`src/rtl/dts_pkg.sv`:
```
// dts_pkg: constants and types of the two-channel temperature register block
// assumes one 125 MHz clock; all register codes are 8-bit command indices
package dts_pkg;

   // ***********************************************************************
   // command codes
   // ***********************************************************************
   localparam logic [7:0] CMD_LOCAL_TEMPERATURE  = 8'h00;
   localparam logic [7:0] CMD_REMOTE_TEMPERATURE = 8'h01;
   localparam logic [7:0] CMD_FAULT_FLAGS        = 8'h02;
   localparam logic [7:0] CMD_SETTINGS_READ      = 8'h03;
   localparam logic [7:0] CMD_LOCAL_LIMIT_READ   = 8'h05;
   localparam logic [7:0] CMD_REMOTE_LIMIT_READ  = 8'h07;
   localparam logic [7:0] CMD_SETTINGS_WRITE     = 8'h09;
   localparam logic [7:0] CMD_LOCAL_LIMIT_WRITE  = 8'h0b;
   localparam logic [7:0] CMD_REMOTE_LIMIT_WRITE = 8'h0d;
   localparam logic [7:0] CMD_ONE_CONVERSION     = 8'h0f;
   localparam logic [7:0] CMD_REMOTE_FRACTION    = 8'h10;
   localparam logic [7:0] CMD_LOCAL_FRACTION     = 8'h11;
   localparam logic [7:0] CMD_MAKER_IDENTIFIER   = 8'hfe;

   // ***********************************************************************
   // reset values and field positions
   // ***********************************************************************
   localparam logic [7:0] RST_COMMAND      = 8'h00;
   localparam logic [7:0] RST_SETTINGS     = 8'h10;
   localparam logic [7:0] RST_LOCAL_LIMIT  = 8'h46;
   localparam logic [7:0] RST_REMOTE_LIMIT = 8'h78;
   localparam logic [7:0] RST_TEMPERATURE  = 8'h00;
   localparam logic [7:0] FAULT_READING    = 8'hff;
   localparam logic [7:0] UNMAPPED_READ    = 8'hff;
   localparam logic [7:0] SETTINGS_MASK    = 8'hf0;
   localparam int         CFG_ALERT_DISABLE = 7;
   localparam int         CFG_STANDBY       = 6;
   localparam int         CFG_REMOTE_ONLY   = 5;
   localparam int         CFG_FAULT_QUEUE   = 4;
   localparam int         STS_BUSY          = 7;
   localparam int         STS_LOCAL_OVER    = 6;
   localparam int         STS_REMOTE_OVER   = 4;
   localparam int         STS_OPEN          = 2;
   localparam logic [6:0] ALERT_RESPONSE_ADDR = 7'h0c;
   localparam logic [3:0] BITS_PER_BYTE     = 4'h8;

   // ***********************************************************************
   // types
   // ***********************************************************************
   typedef enum logic [6:0] {
      ST_IDLE = 7'h01,
      ST_ADDR = 7'h02,
      ST_AACK = 7'h04,
      ST_RXB  = 7'h08,
      ST_RACK = 7'h10,
      ST_TXB  = 7'h20,
      ST_TACK = 7'h40
   } dts_state_e;

   // one finished conversion of one channel, quarter degrees, two's compl.
   typedef struct packed {
      logic              done;
      logic              fault;
      logic signed [11:0] temp;
   } dts_result_s;

endpackage

```
`src/rtl/dts_core.sv`:
```
// dts_core: command index, temperature/limit registers, status, alert latch
// and the two-wire slave of a two-channel temperature sensor.
// assumes the conversion engine runs on ref_clk and pulses done per channel;
// scl and sda arrive asynchronously from the pins.
module dts_core
   import dts_pkg::*;
#(
   parameter logic [6:0] DEV_ADDR = 7'h48,
   // arbitrary identifier value
   parameter logic [7:0] MAKER_ID = 8'h5a
) (
   // clock and reset
   input  wire logic        ref_clk,
   input  wire logic        rstn,
   // two-wire pins
   input  wire logic        scl_in,
   input  wire logic        sda_in,
   output logic             sda_oe_n,
   output logic             alert_oe_n,
   // conversion engine
   input  wire dts_result_s local_res,
   input  wire dts_result_s remote_res,
   input  wire logic        conv_busy,
   output logic             conv_standby,
   output logic             conv_remote_only,
   output logic             conv_single_start
);

   // ***********************************************************************
   // state
   // ***********************************************************************
   typedef struct packed {
      logic [2:0] scl_s;
      logic [2:0] sda_s;
      dts_state_e st;
      logic [3:0] bitc;
      logic [7:0] sh;
      logic       rw;
      logic       ara;
      logic       got_cmd;
      logic       host_ack;
      logic       sda_oe_n;
      logic [7:0] cmd;
      logic [7:0] cfg;
      logic [7:0] lim_loc;
      logic [7:0] lim_rem;
      logic [7:0] t_loc;
      logic [7:0] t_rem;
      logic [7:0] x_loc;
      logic [7:0] x_rem;
      logic       ov_loc;
      logic       ov_rem;
      logic       open;
      logic       open_now;
      logic       prev_loc;
      logic       prev_rem;
      logic       alert;
      logic       alert_oe_n;
      logic       single_run;
      logic       single_start;
   } dts_core_s;

   dts_core_s q;
   dts_core_s n;

   // ***********************************************************************
   // helpers
   // ***********************************************************************
   // clamp quarter-degree reading into main byte and two fraction bits
   function automatic logic [9:0] clamp_temp(input logic signed [11:0] raw);
      logic [9:0] r;
      r = 10'h000;
      if (raw[11]) begin
         r = 10'h000;
      end else if (raw[10]) begin
         r = 10'h3ff;
      end else begin
         r = raw[9:0];
      end
      return r;
   endfunction

   function automatic logic [7:0] read_mux(input dts_core_s s,
                                           input logic busy);
      logic [7:0] r;
      r = UNMAPPED_READ;
      case (s.cmd)
         CMD_LOCAL_TEMPERATURE:  r = s.t_loc;
         CMD_REMOTE_TEMPERATURE: r = s.t_rem;
         CMD_FAULT_FLAGS: begin
            r = 8'h00;
            r[STS_BUSY]        = busy;
            r[STS_LOCAL_OVER]  = s.ov_loc;
            r[STS_REMOTE_OVER] = s.ov_rem;
            r[STS_OPEN]        = s.open;
         end
         CMD_SETTINGS_READ:      r = s.cfg;
         CMD_LOCAL_LIMIT_READ:   r = s.lim_loc;
         CMD_REMOTE_LIMIT_READ:  r = s.lim_rem;
         CMD_REMOTE_FRACTION:    r = s.x_rem;
         CMD_LOCAL_FRACTION:     r = s.x_loc;
         CMD_MAKER_IDENTIFIER:   r = MAKER_ID;
         default:                r = UNMAPPED_READ;
      endcase
      return r;
   endfunction

   // ***********************************************************************
   // next state
   // ***********************************************************************
   logic       scl_rise;
   logic       scl_fall;
   logic       bus_start;
   logic       bus_stop;
   logic       sda_bit;
   logic [9:0] v_loc;
   logic [9:0] v_rem;
   logic       f_loc;
   logic       f_rem;
   logic       over_now;
   logic       stat_read;
   logic       ara_done;

   always_comb begin
      n = q;
      // first stage feeds only the second; edges use stages two and three
      n.scl_s = {q.scl_s[1:0], scl_in};
      n.sda_s = {q.sda_s[1:0], sda_in};
      scl_rise  = q.scl_s[1] & ~q.scl_s[2];
      scl_fall  = ~q.scl_s[1] & q.scl_s[2];
      bus_start = q.scl_s[1] & q.scl_s[2] & ~q.sda_s[1] & q.sda_s[2];
      bus_stop  = q.scl_s[1] & q.scl_s[2] & q.sda_s[1] & ~q.sda_s[2];
      sda_bit   = q.sda_s[1];
      stat_read = 1'b0;
      ara_done  = 1'b0;
      n.single_start = 1'b0;

      // *********************************************************************
      // two-wire slave
      // *********************************************************************
      // a repeated start simply restarts address reception; the stored
      // index survives it, which is what makes read byte work
      if (bus_start) begin
         n.st       = ST_ADDR;
         n.bitc     = 4'h0;
         n.sda_oe_n = 1'b1;
      end else if (bus_stop) begin
         n.st       = ST_IDLE;
         n.sda_oe_n = 1'b1;
      end else begin
         case (q.st)
            ST_IDLE: n.sda_oe_n = 1'b1;
            ST_ADDR: begin
               if (scl_rise) begin
                  n.sh   = {q.sh[6:0], sda_bit};
                  n.bitc = q.bitc + 4'h1;
               end else if (scl_fall && q.bitc == BITS_PER_BYTE) begin
                  n.rw  = q.sh[0];
                  n.ara = (q.sh[7:1] == ALERT_RESPONSE_ADDR);
                  if (q.sh[7:1] == DEV_ADDR ||
                      (q.sh[7:1] == ALERT_RESPONSE_ADDR && q.sh[0] &&
                       q.alert)) begin
                     n.sda_oe_n = 1'b0;
                     n.st       = ST_AACK;
                  end else begin
                     n.st = ST_IDLE;
                  end
               end
            end
            ST_AACK: begin
               if (scl_fall) begin
                  n.bitc    = 4'h0;
                  n.got_cmd = 1'b0;
                  if (q.rw) begin
                     // receive byte and read byte both answer from the index
                     if (q.ara) begin
                        n.sh = {DEV_ADDR, 1'b0};
                     end else begin
                        n.sh = read_mux(q, conv_busy);
                        stat_read = (q.cmd == CMD_FAULT_FLAGS);
                     end
                     n.sda_oe_n = n.sh[7];
                     n.st       = ST_TXB;
                  end else begin
                     n.sda_oe_n = 1'b1;
                     n.st       = ST_RXB;
                  end
               end
            end
            ST_RXB: begin
               if (scl_rise) begin
                  n.sh   = {q.sh[6:0], sda_bit};
                  n.bitc = q.bitc + 4'h1;
               end else if (scl_fall && q.bitc == BITS_PER_BYTE) begin
                  n.sda_oe_n = 1'b0;
                  n.st       = ST_RACK;
                  n.got_cmd  = 1'b1;
                  if (!q.got_cmd) begin
                     n.cmd = q.sh;
                  end else begin
                     // read-only codes and the identifier ignore writes
                     case (q.cmd)
                        CMD_SETTINGS_WRITE:
                           n.cfg = q.sh & SETTINGS_MASK;
                        CMD_LOCAL_LIMIT_WRITE:  n.lim_loc = q.sh;
                        CMD_REMOTE_LIMIT_WRITE: n.lim_rem = q.sh;
                        default: n.cmd = q.cmd;
                     endcase
                  end
                  // send byte form: command alone carries the trigger
                  if ((!q.got_cmd && q.sh == CMD_ONE_CONVERSION) ||
                      (q.got_cmd && q.cmd == CMD_ONE_CONVERSION)) begin
                     if (q.cfg[CFG_STANDBY] && !q.single_run &&
                         !conv_busy) begin
                        n.single_start = 1'b1;
                        n.single_run   = 1'b1;
                     end
                  end
               end
            end
            ST_RACK: begin
               if (scl_fall) begin
                  n.sda_oe_n = 1'b1;
                  n.bitc     = 4'h0;
                  n.st       = ST_RXB;
               end
            end
            ST_TXB: begin
               if (scl_rise) begin
                  n.bitc = q.bitc + 4'h1;
                  // lost arbitration on the alert response: back off
                  if (q.sda_oe_n && !sda_bit && q.ara) begin
                     n.st = ST_IDLE;
                  end
               end else if (scl_fall) begin
                  if (q.bitc == BITS_PER_BYTE) begin
                     n.sda_oe_n = 1'b1;
                     n.st       = ST_TACK;
                  end else begin
                     n.sh       = {q.sh[6:0], 1'b0};
                     n.sda_oe_n = q.sh[6];
                  end
               end
            end
            ST_TACK: begin
               if (scl_rise) begin
                  n.host_ack = ~sda_bit;
                  ara_done   = q.ara;
               end else if (scl_fall) begin
                  n.bitc = 4'h0;
                  if (q.host_ack && !q.ara) begin
                     n.sh       = read_mux(q, conv_busy);
                     n.sda_oe_n = n.sh[7];
                     n.st       = ST_TXB;
                  end else begin
                     n.st = ST_IDLE;
                  end
               end
            end
            default: begin
               n.st       = ST_IDLE;
               n.sda_oe_n = 1'b1;
            end
         endcase
      end

      // *********************************************************************
      // status clears, then conversion results (a set beats a clear)
      // *********************************************************************
      over_now = (q.t_loc >= q.lim_loc) ||
                 (!q.open_now && q.t_rem >= q.lim_rem);
      if (stat_read) begin
         n.ov_loc = 1'b0;
         n.ov_rem = 1'b0;
         n.open   = q.open & q.open_now;
         n.alert  = q.alert & over_now;
      end
      n.alert = n.alert & ~ara_done;

      v_loc = clamp_temp(local_res.temp);
      v_rem = clamp_temp(remote_res.temp);
      f_loc = 1'b0;
      f_rem = 1'b0;
      if (local_res.done) begin
         n.t_loc = v_loc[9:2];
         n.x_loc = {v_loc[1:0], 6'h00};
         f_loc   = (v_loc[9:2] >= q.lim_loc);
         n.prev_loc = f_loc;
         n.ov_loc   = n.ov_loc | f_loc;
      end
      if (remote_res.done) begin
         n.open_now   = remote_res.fault;
         n.single_run = 1'b0;
         if (remote_res.fault) begin
            // flagged only once a conversion has ended, never at reset
            n.t_rem = FAULT_READING;
            n.x_rem = 8'h00;
            n.open  = 1'b1;
         end else begin
            n.t_rem = v_rem[9:2];
            n.x_rem = {v_rem[1:0], 6'h00};
            f_rem   = (v_rem[9:2] >= q.lim_rem);
         end
         // a faulted diode reads all ones but is kept out of the compare
         n.prev_rem = f_rem;
         n.ov_rem   = n.ov_rem | f_rem;
      end
      // fault queue asks for the previous result of the same channel too
      if (!q.cfg[CFG_ALERT_DISABLE] &&
          ((f_loc && (!q.cfg[CFG_FAULT_QUEUE] || q.prev_loc)) ||
           (f_rem && (!q.cfg[CFG_FAULT_QUEUE] || q.prev_rem)))) begin
         n.alert = 1'b1;
      end
      n.alert_oe_n = ~n.alert;
   end

   // ***********************************************************************
   // registers
   // ***********************************************************************
   always_ff @(posedge ref_clk or negedge rstn) begin
      if (!rstn) begin
         q              <= '0;
         q.scl_s        <= 3'h7;
         q.sda_s        <= 3'h7;
         q.st           <= ST_IDLE;
         q.sda_oe_n     <= 1'b1;
         q.alert_oe_n   <= 1'b1;
         q.cmd          <= RST_COMMAND;
         q.cfg          <= RST_SETTINGS;
         q.lim_loc      <= RST_LOCAL_LIMIT;
         q.lim_rem      <= RST_REMOTE_LIMIT;
         q.t_loc        <= RST_TEMPERATURE;
         q.t_rem        <= RST_TEMPERATURE;
      end else begin
         q <= n;
      end
   end

   assign sda_oe_n          = q.sda_oe_n;
   assign alert_oe_n        = q.alert_oe_n;
   assign conv_standby      = q.cfg[CFG_STANDBY];
   assign conv_remote_only  = q.cfg[CFG_REMOTE_ONLY];
   assign conv_single_start = q.single_start;

endmodule

```
`config.mk`:
```
export PLATFORM = sky130hd
export DESIGN_NAME = dts_core
export DESIGN_NICKNAME = d
export VERILOG_FILES = /design/src/rtl/dts_pkg.sv /design/src/rtl/dts_core.sv
export SDC_FILE = /design/constraint.sdc
export NUM_CORES = 1
export LEC_CHECK = 0
export BUFFER_PORTS_ARGS = -buffer_cell sky130_fd_sc_hd__buf_2
export CAP_MARGIN = 20
export CORE_MARGIN = 2
export CORE_UTILIZATION = 63
export CTS_BUF_LIST = sky130_fd_sc_hd__clkbuf_8
export CTS_CLUSTER_DIAMETER = 40
export DETAILED_ROUTE_END_ITERATION = 16
export GPL_ROUTABILITY_DRIVEN = 1
export GPL_TIMING_DRIVEN = 1
export HOLD_SLACK_MARGIN = 0.03
export PLACE_DENSITY_LB_ADDON = 0.1
export RECOVER_POWER = 100
export SYNTH_ARGS = -nofsm -noshare
export SYNTH_HDL_FRONTEND = slang
export SYNTH_SLANG_ARGS = --single-unit
```
`constraint.sdc`:
```
create_clock -name ref_clk -period 3.5 [get_ports ref_clk]
set_input_delay 0.175 -clock ref_clk [delete_from_list [all_inputs] [get_ports ref_clk]]
set_output_delay 0.175 -clock ref_clk [all_outputs]
set_load 0.02 [all_outputs]
```
==> results.yml <==
status:
  outcome: "complete, but fails checks"
  failed_checks: "max-capacitance violations, max-slew violations"
setup_path:
  crit_path_launch_type: "flop"
  critical_path.slowest_cell: "sky130_fd_sc_hd__a221oi_1"
  cp_data_arrival_time_ns: 3.45
  timing.critical_path.buf_inv: 0
  worstSetupEndpointType: "flop"
  critPathRequiredTime_ns: 3.79
  worst_path_largest_cell_delay_ns: 0.65
  path_delay_family: "compound AO/OA/AOI/OAI gates"
  path_cells: "or4_1 -> a221oi_1 -> a41oi_1 -> a2111oi_2 -> o221ai_1 -> o41a_1"
  worstPathMaxFanout: 10
  worst-setup-path-type: "flop to flop"
yosys:
  synthDominantAreaCellType: "sky130_fd_sc_hd__dfrtp_1"
  synth.most_common_cell: "sky130_fd_sc_hd__dfrtp_1"
  yosys_register_bits: 88
  synth_sequential_area_ratio_pct: 40.1
  synth.lib_cells_used.distinct: 79
  syn_avg_cell_area_um2: 9.91
  mappedNetlistNets: 629
  synth_instances: 559
  yosys_most_used_dff: "sky130_fd_sc_hd__dfrtp_1"
  synth.top_cell.area_share_pct: 32.1
  number_of_flops_mapped_to_enable_cells_by_yosys: 0
  netlist_area_mm2: 0.00554
  async_flop_share_pct: 100
  ys.warnings.count: 0
  synthTopCellsByCount: "sky130_fd_sc_hd__dfrtp_1, sky130_fd_sc_hd__nor2_1, sky130_fd_sc_hd__mux2_2"
  synth_top_cells_by_area: "sky130_fd_sc_hd__dfrtp_1, sky130_fd_sc_hd__mux2_2, sky130_fd_sc_hd__ha_1"
layout:
  postLayoutCoreUtil_pct: 69.1
  finalNetCount: 658
  fin_cells: 701
  area_growth_syn_to_layout_pct: 7.72
  num-fill-cells: 717
  insertedDiodeCount: 0
  stdcell_area_mm2: 0.00597
  layout-drive-gt1-share_pct: 21.6
pwr:
  pwr-share-seq_pct: 49.9
  power_switching_share_pct: 36.8
  p_per_cell_area_mw_per_mm2: 446
  power_leakage_nw: 2.53
  internal_cell_power_mw: 1.68
  power.combinational.fraction_pct: 24.7
  max-vdd-ir-drop_uv: 273
  clkPwrFrac_pct: 25.4
  design_power_total_mw: 2.66
  net-switching-power_uw: 978
global_route:
  global_route.usage.met2_pct: 47.2
  first_global_vias: 4460
  met1_usage_pct: 46.8
  gr-usage-all-layers_pct: 31.5
  grt_max_degree: 65
  grt.busiest_layer: "met2"
  gr-usage-met3_pct: 5.65
  grt-ovfl-total: 0
  antenna_found_initial: 0
  grt_pass1_wl_mm: 23.7
floorplan:
  coreArea_mm2: 0.00864
  die-width_um: 97.8
  design.die.area_mm2: 0.00956
  die-height_um: 97.8
  pin_count: 38
  start_util_pct: 64.2
  core.rowCount: 34
clocking:
  clk_latency_ns: 0.37
  cts_tree: "built"
  tritoncts_num_sinks: 88
  ctsRootBufferMaster: "sky130_fd_sc_hd__clkbuf_8"
  cts-resized-gates: 0
  cts_htree_levels: 3
  cts_buffers: 9
  clkSlewWorstSetupHoldPaths_ns: 0.11
  maximum_number_of_buffers_from_clock_root_to_sink: 2
placed_design:
  dpl_worst_slack_ns: 0.605
  place_area_mm2: 0.00579
  sum_of_net_half_perimeters_after_detailed_placement_mm: 10.9
  io_buffers: 36
  dp_cells: 682
  gp_congestion: 1.02
route:
  first_iter_violations: 366
  vias: 4602
  drt_first_pass_iters: 5
  drc_errors: 0
  postRouteAntennaNets: 0
  postRouteWirelength_mm: 14.4
  route.detailed.wl_per_inst_um: 20.5
  viasPerCell: 6.56
timing:
  worst_clock_skew_ns: 0.0183
  finalSetupTns_ns: 0
  finalCriticalPeriod_ns: 3.16
  final_min_period_over_clock_period_pct: 90.4
  slew_violations: 65
  rsz_0062_raised_after_global_routing: "no"
  worst_slack_ns: 0.336
  final_hold_viol_count: 0
  final-setup-viol-count: 0
  worst_slack_on_hold_paths_ns: 0.0608
  worst_slew_margin_rel_pct: -5.36
  max_slew.worst_pin.slew_ns: 1.58
  fmax_mhz: 316
flow_run:
  timing.max_cap.violations: 1
hold_path:
  worst_hold_path_type: "input port to flop"
## logic make-up (layout without fill, tap and decap cells)
| kind of cell | after synthesis | count (layout) | share of synthesized area, % |
|---|---|---|---|
| xor gates and xnor gates | 1 | 1 | 0.158 |
| AOI/OAI and AO/OA | 131 | 131 | 17.5 |
| adders and majority gates | 37 | 37 | 8.36 |
| DFF | 88 | 88 | 40.1 |
| and+or+nand+nor | 188 | 188 | 18.5 |
| buffers and inverters | 57 | 91 | 4.00 |
| muxes | 57 | 57 | 11.4 |
## sequential cells by signal, indices dropped and copies added (netlist names)
signal / count
q: 79
n: 4
alert_oe_n: 1
conv_remote_only: 1
conv_single_start: 1
conv_standby: 1
sda_oe_n: 1
## cell usage in the layout (no fill, tap or decap), types with 3 or more instances in the layout
cell,n
sky130_fd_sc_hd__buf_2,30
sky130_fd_sc_hd__nand2b_1,9
sky130_fd_sc_hd__a32o_1,3
sky130_fd_sc_hd__mux2_2,50
sky130_fd_sc_hd__nor4_1,5
sky130_fd_sc_hd__dfstp_2,14
sky130_fd_sc_hd__o22a_1,7
sky130_fd_sc_hd__dlygate4sd3_1,3
sky130_fd_sc_hd__nand4_1,6
sky130_fd_sc_hd__a21o_1,5
sky130_fd_sc_hd__a221oi_1,3
sky130_fd_sc_hd__nor2_1,61
sky130_fd_sc_hd__nand2_1,34
sky130_fd_sc_hd__inv_6,4
sky130_fd_sc_hd__nand3_1,13
sky130_fd_sc_hd__a31oi_1,4
sky130_fd_sc_hd__o32a_1,3
sky130_fd_sc_hd__clkbuf_8,9
sky130_fd_sc_hd__o21ai_0,28
sky130_fd_sc_hd__a2111oi_0,4
sky130_fd_sc_hd__a211oi_1,4
sky130_fd_sc_hd__or3_1,3
sky130_fd_sc_hd__nand4b_1,3
sky130_fd_sc_hd__or4_1,12
sky130_fd_sc_hd__mux2i_1,6
sky130_fd_sc_hd__o211ai_1,7
sky130_fd_sc_hd__ha_1,37
sky130_fd_sc_hd__inv_1,33
sky130_fd_sc_hd__nor3_1,6
sky130_fd_sc_hd__clkbuf_1,7
sky130_fd_sc_hd__dfrtp_1,71
sky130_fd_sc_hd__dfstp_1,3
sky130_fd_sc_hd__a22oi_1,6
sky130_fd_sc_hd__nor2b_1,14
sky130_fd_sc_hd__nor3b_1,3
sky130_fd_sc_hd__a21oi_1,16
sky130_fd_sc_hd__o21a_1,4
sky130_fd_sc_hd__o21bai_1,3
## per-layer routing
metal / part of all wire (%) / routed length (µm)
met5: 0 / 0
met1: 44 / 6380
met2: 46 / 6580
met3: 7.7 / 1110
met4: 2.0 / 292
## layout make-up
| class | count | area, µm² | area share (%) |
|---|---|---|---|
| Sequential cell | 88 | 2220 | 37.3 |
| Timing Repair Buffer | 43 | 226 | 3.79 |
| Clock buffer | 9 | 124 | 2.08 |
| Inverter | 32 | 120 | 2.01 |
| Clock inverter | 7 | 55.1 | 0.922 |
| Tap cell | 108 | 135 | 2.26 |
| Multi-Input combinational cell | 414 | 3080 | 51.7 |
## worst min-delay path, stage by stage
cell and delay, ns:
sky130_fd_sc_hd__buf_2 0.07, sky130_fd_sc_hd__o211ai_1 0.06, sky130_fd_sc_hd__o21ai_0 0.08
## power groups by stage
stage | clock network, mW | logic (mW) | registers, mW
4_1_cts | 0.681 | 0.653 | 1.32
3_5_place_dp | 0 | 0.645 | 1.34
5_1_grt | 0.724 | 0.732 | 1.34
3_3_place_gp | 0 | 0.628 | 1.33
2_1_floorplan | 0 | 0.505 | 1.23
6_report | 0.675 | 0.658 | 1.33
## repair_timing
| action | in CTS | in global routing |
|---|---|---|
| endpoints found under the hold margin | 49 | 0 |
| buffers inserted | 0 | 0 |
| hold buffers | 3 | 0 |
## path summary, 6_finish.rpt
kind                               start        to  slack, ns  cells after the start
hold / removal             remote_res[1]     q[17]       0.06                      3
setup / recovery                   q[69]  sda_oe_n       0.34                      6
max in group asynchronous           rstn     q[28]       0.79                      3
setup reg to reg                   q[69]  sda_oe_n       0.34                      6
min in group asynchronous           rstn     q[94]       0.74                      2
hold reg to reg                   n[102]    n[103]       0.37                      0
No activity file was read; power rests on OpenSTA's default activity.
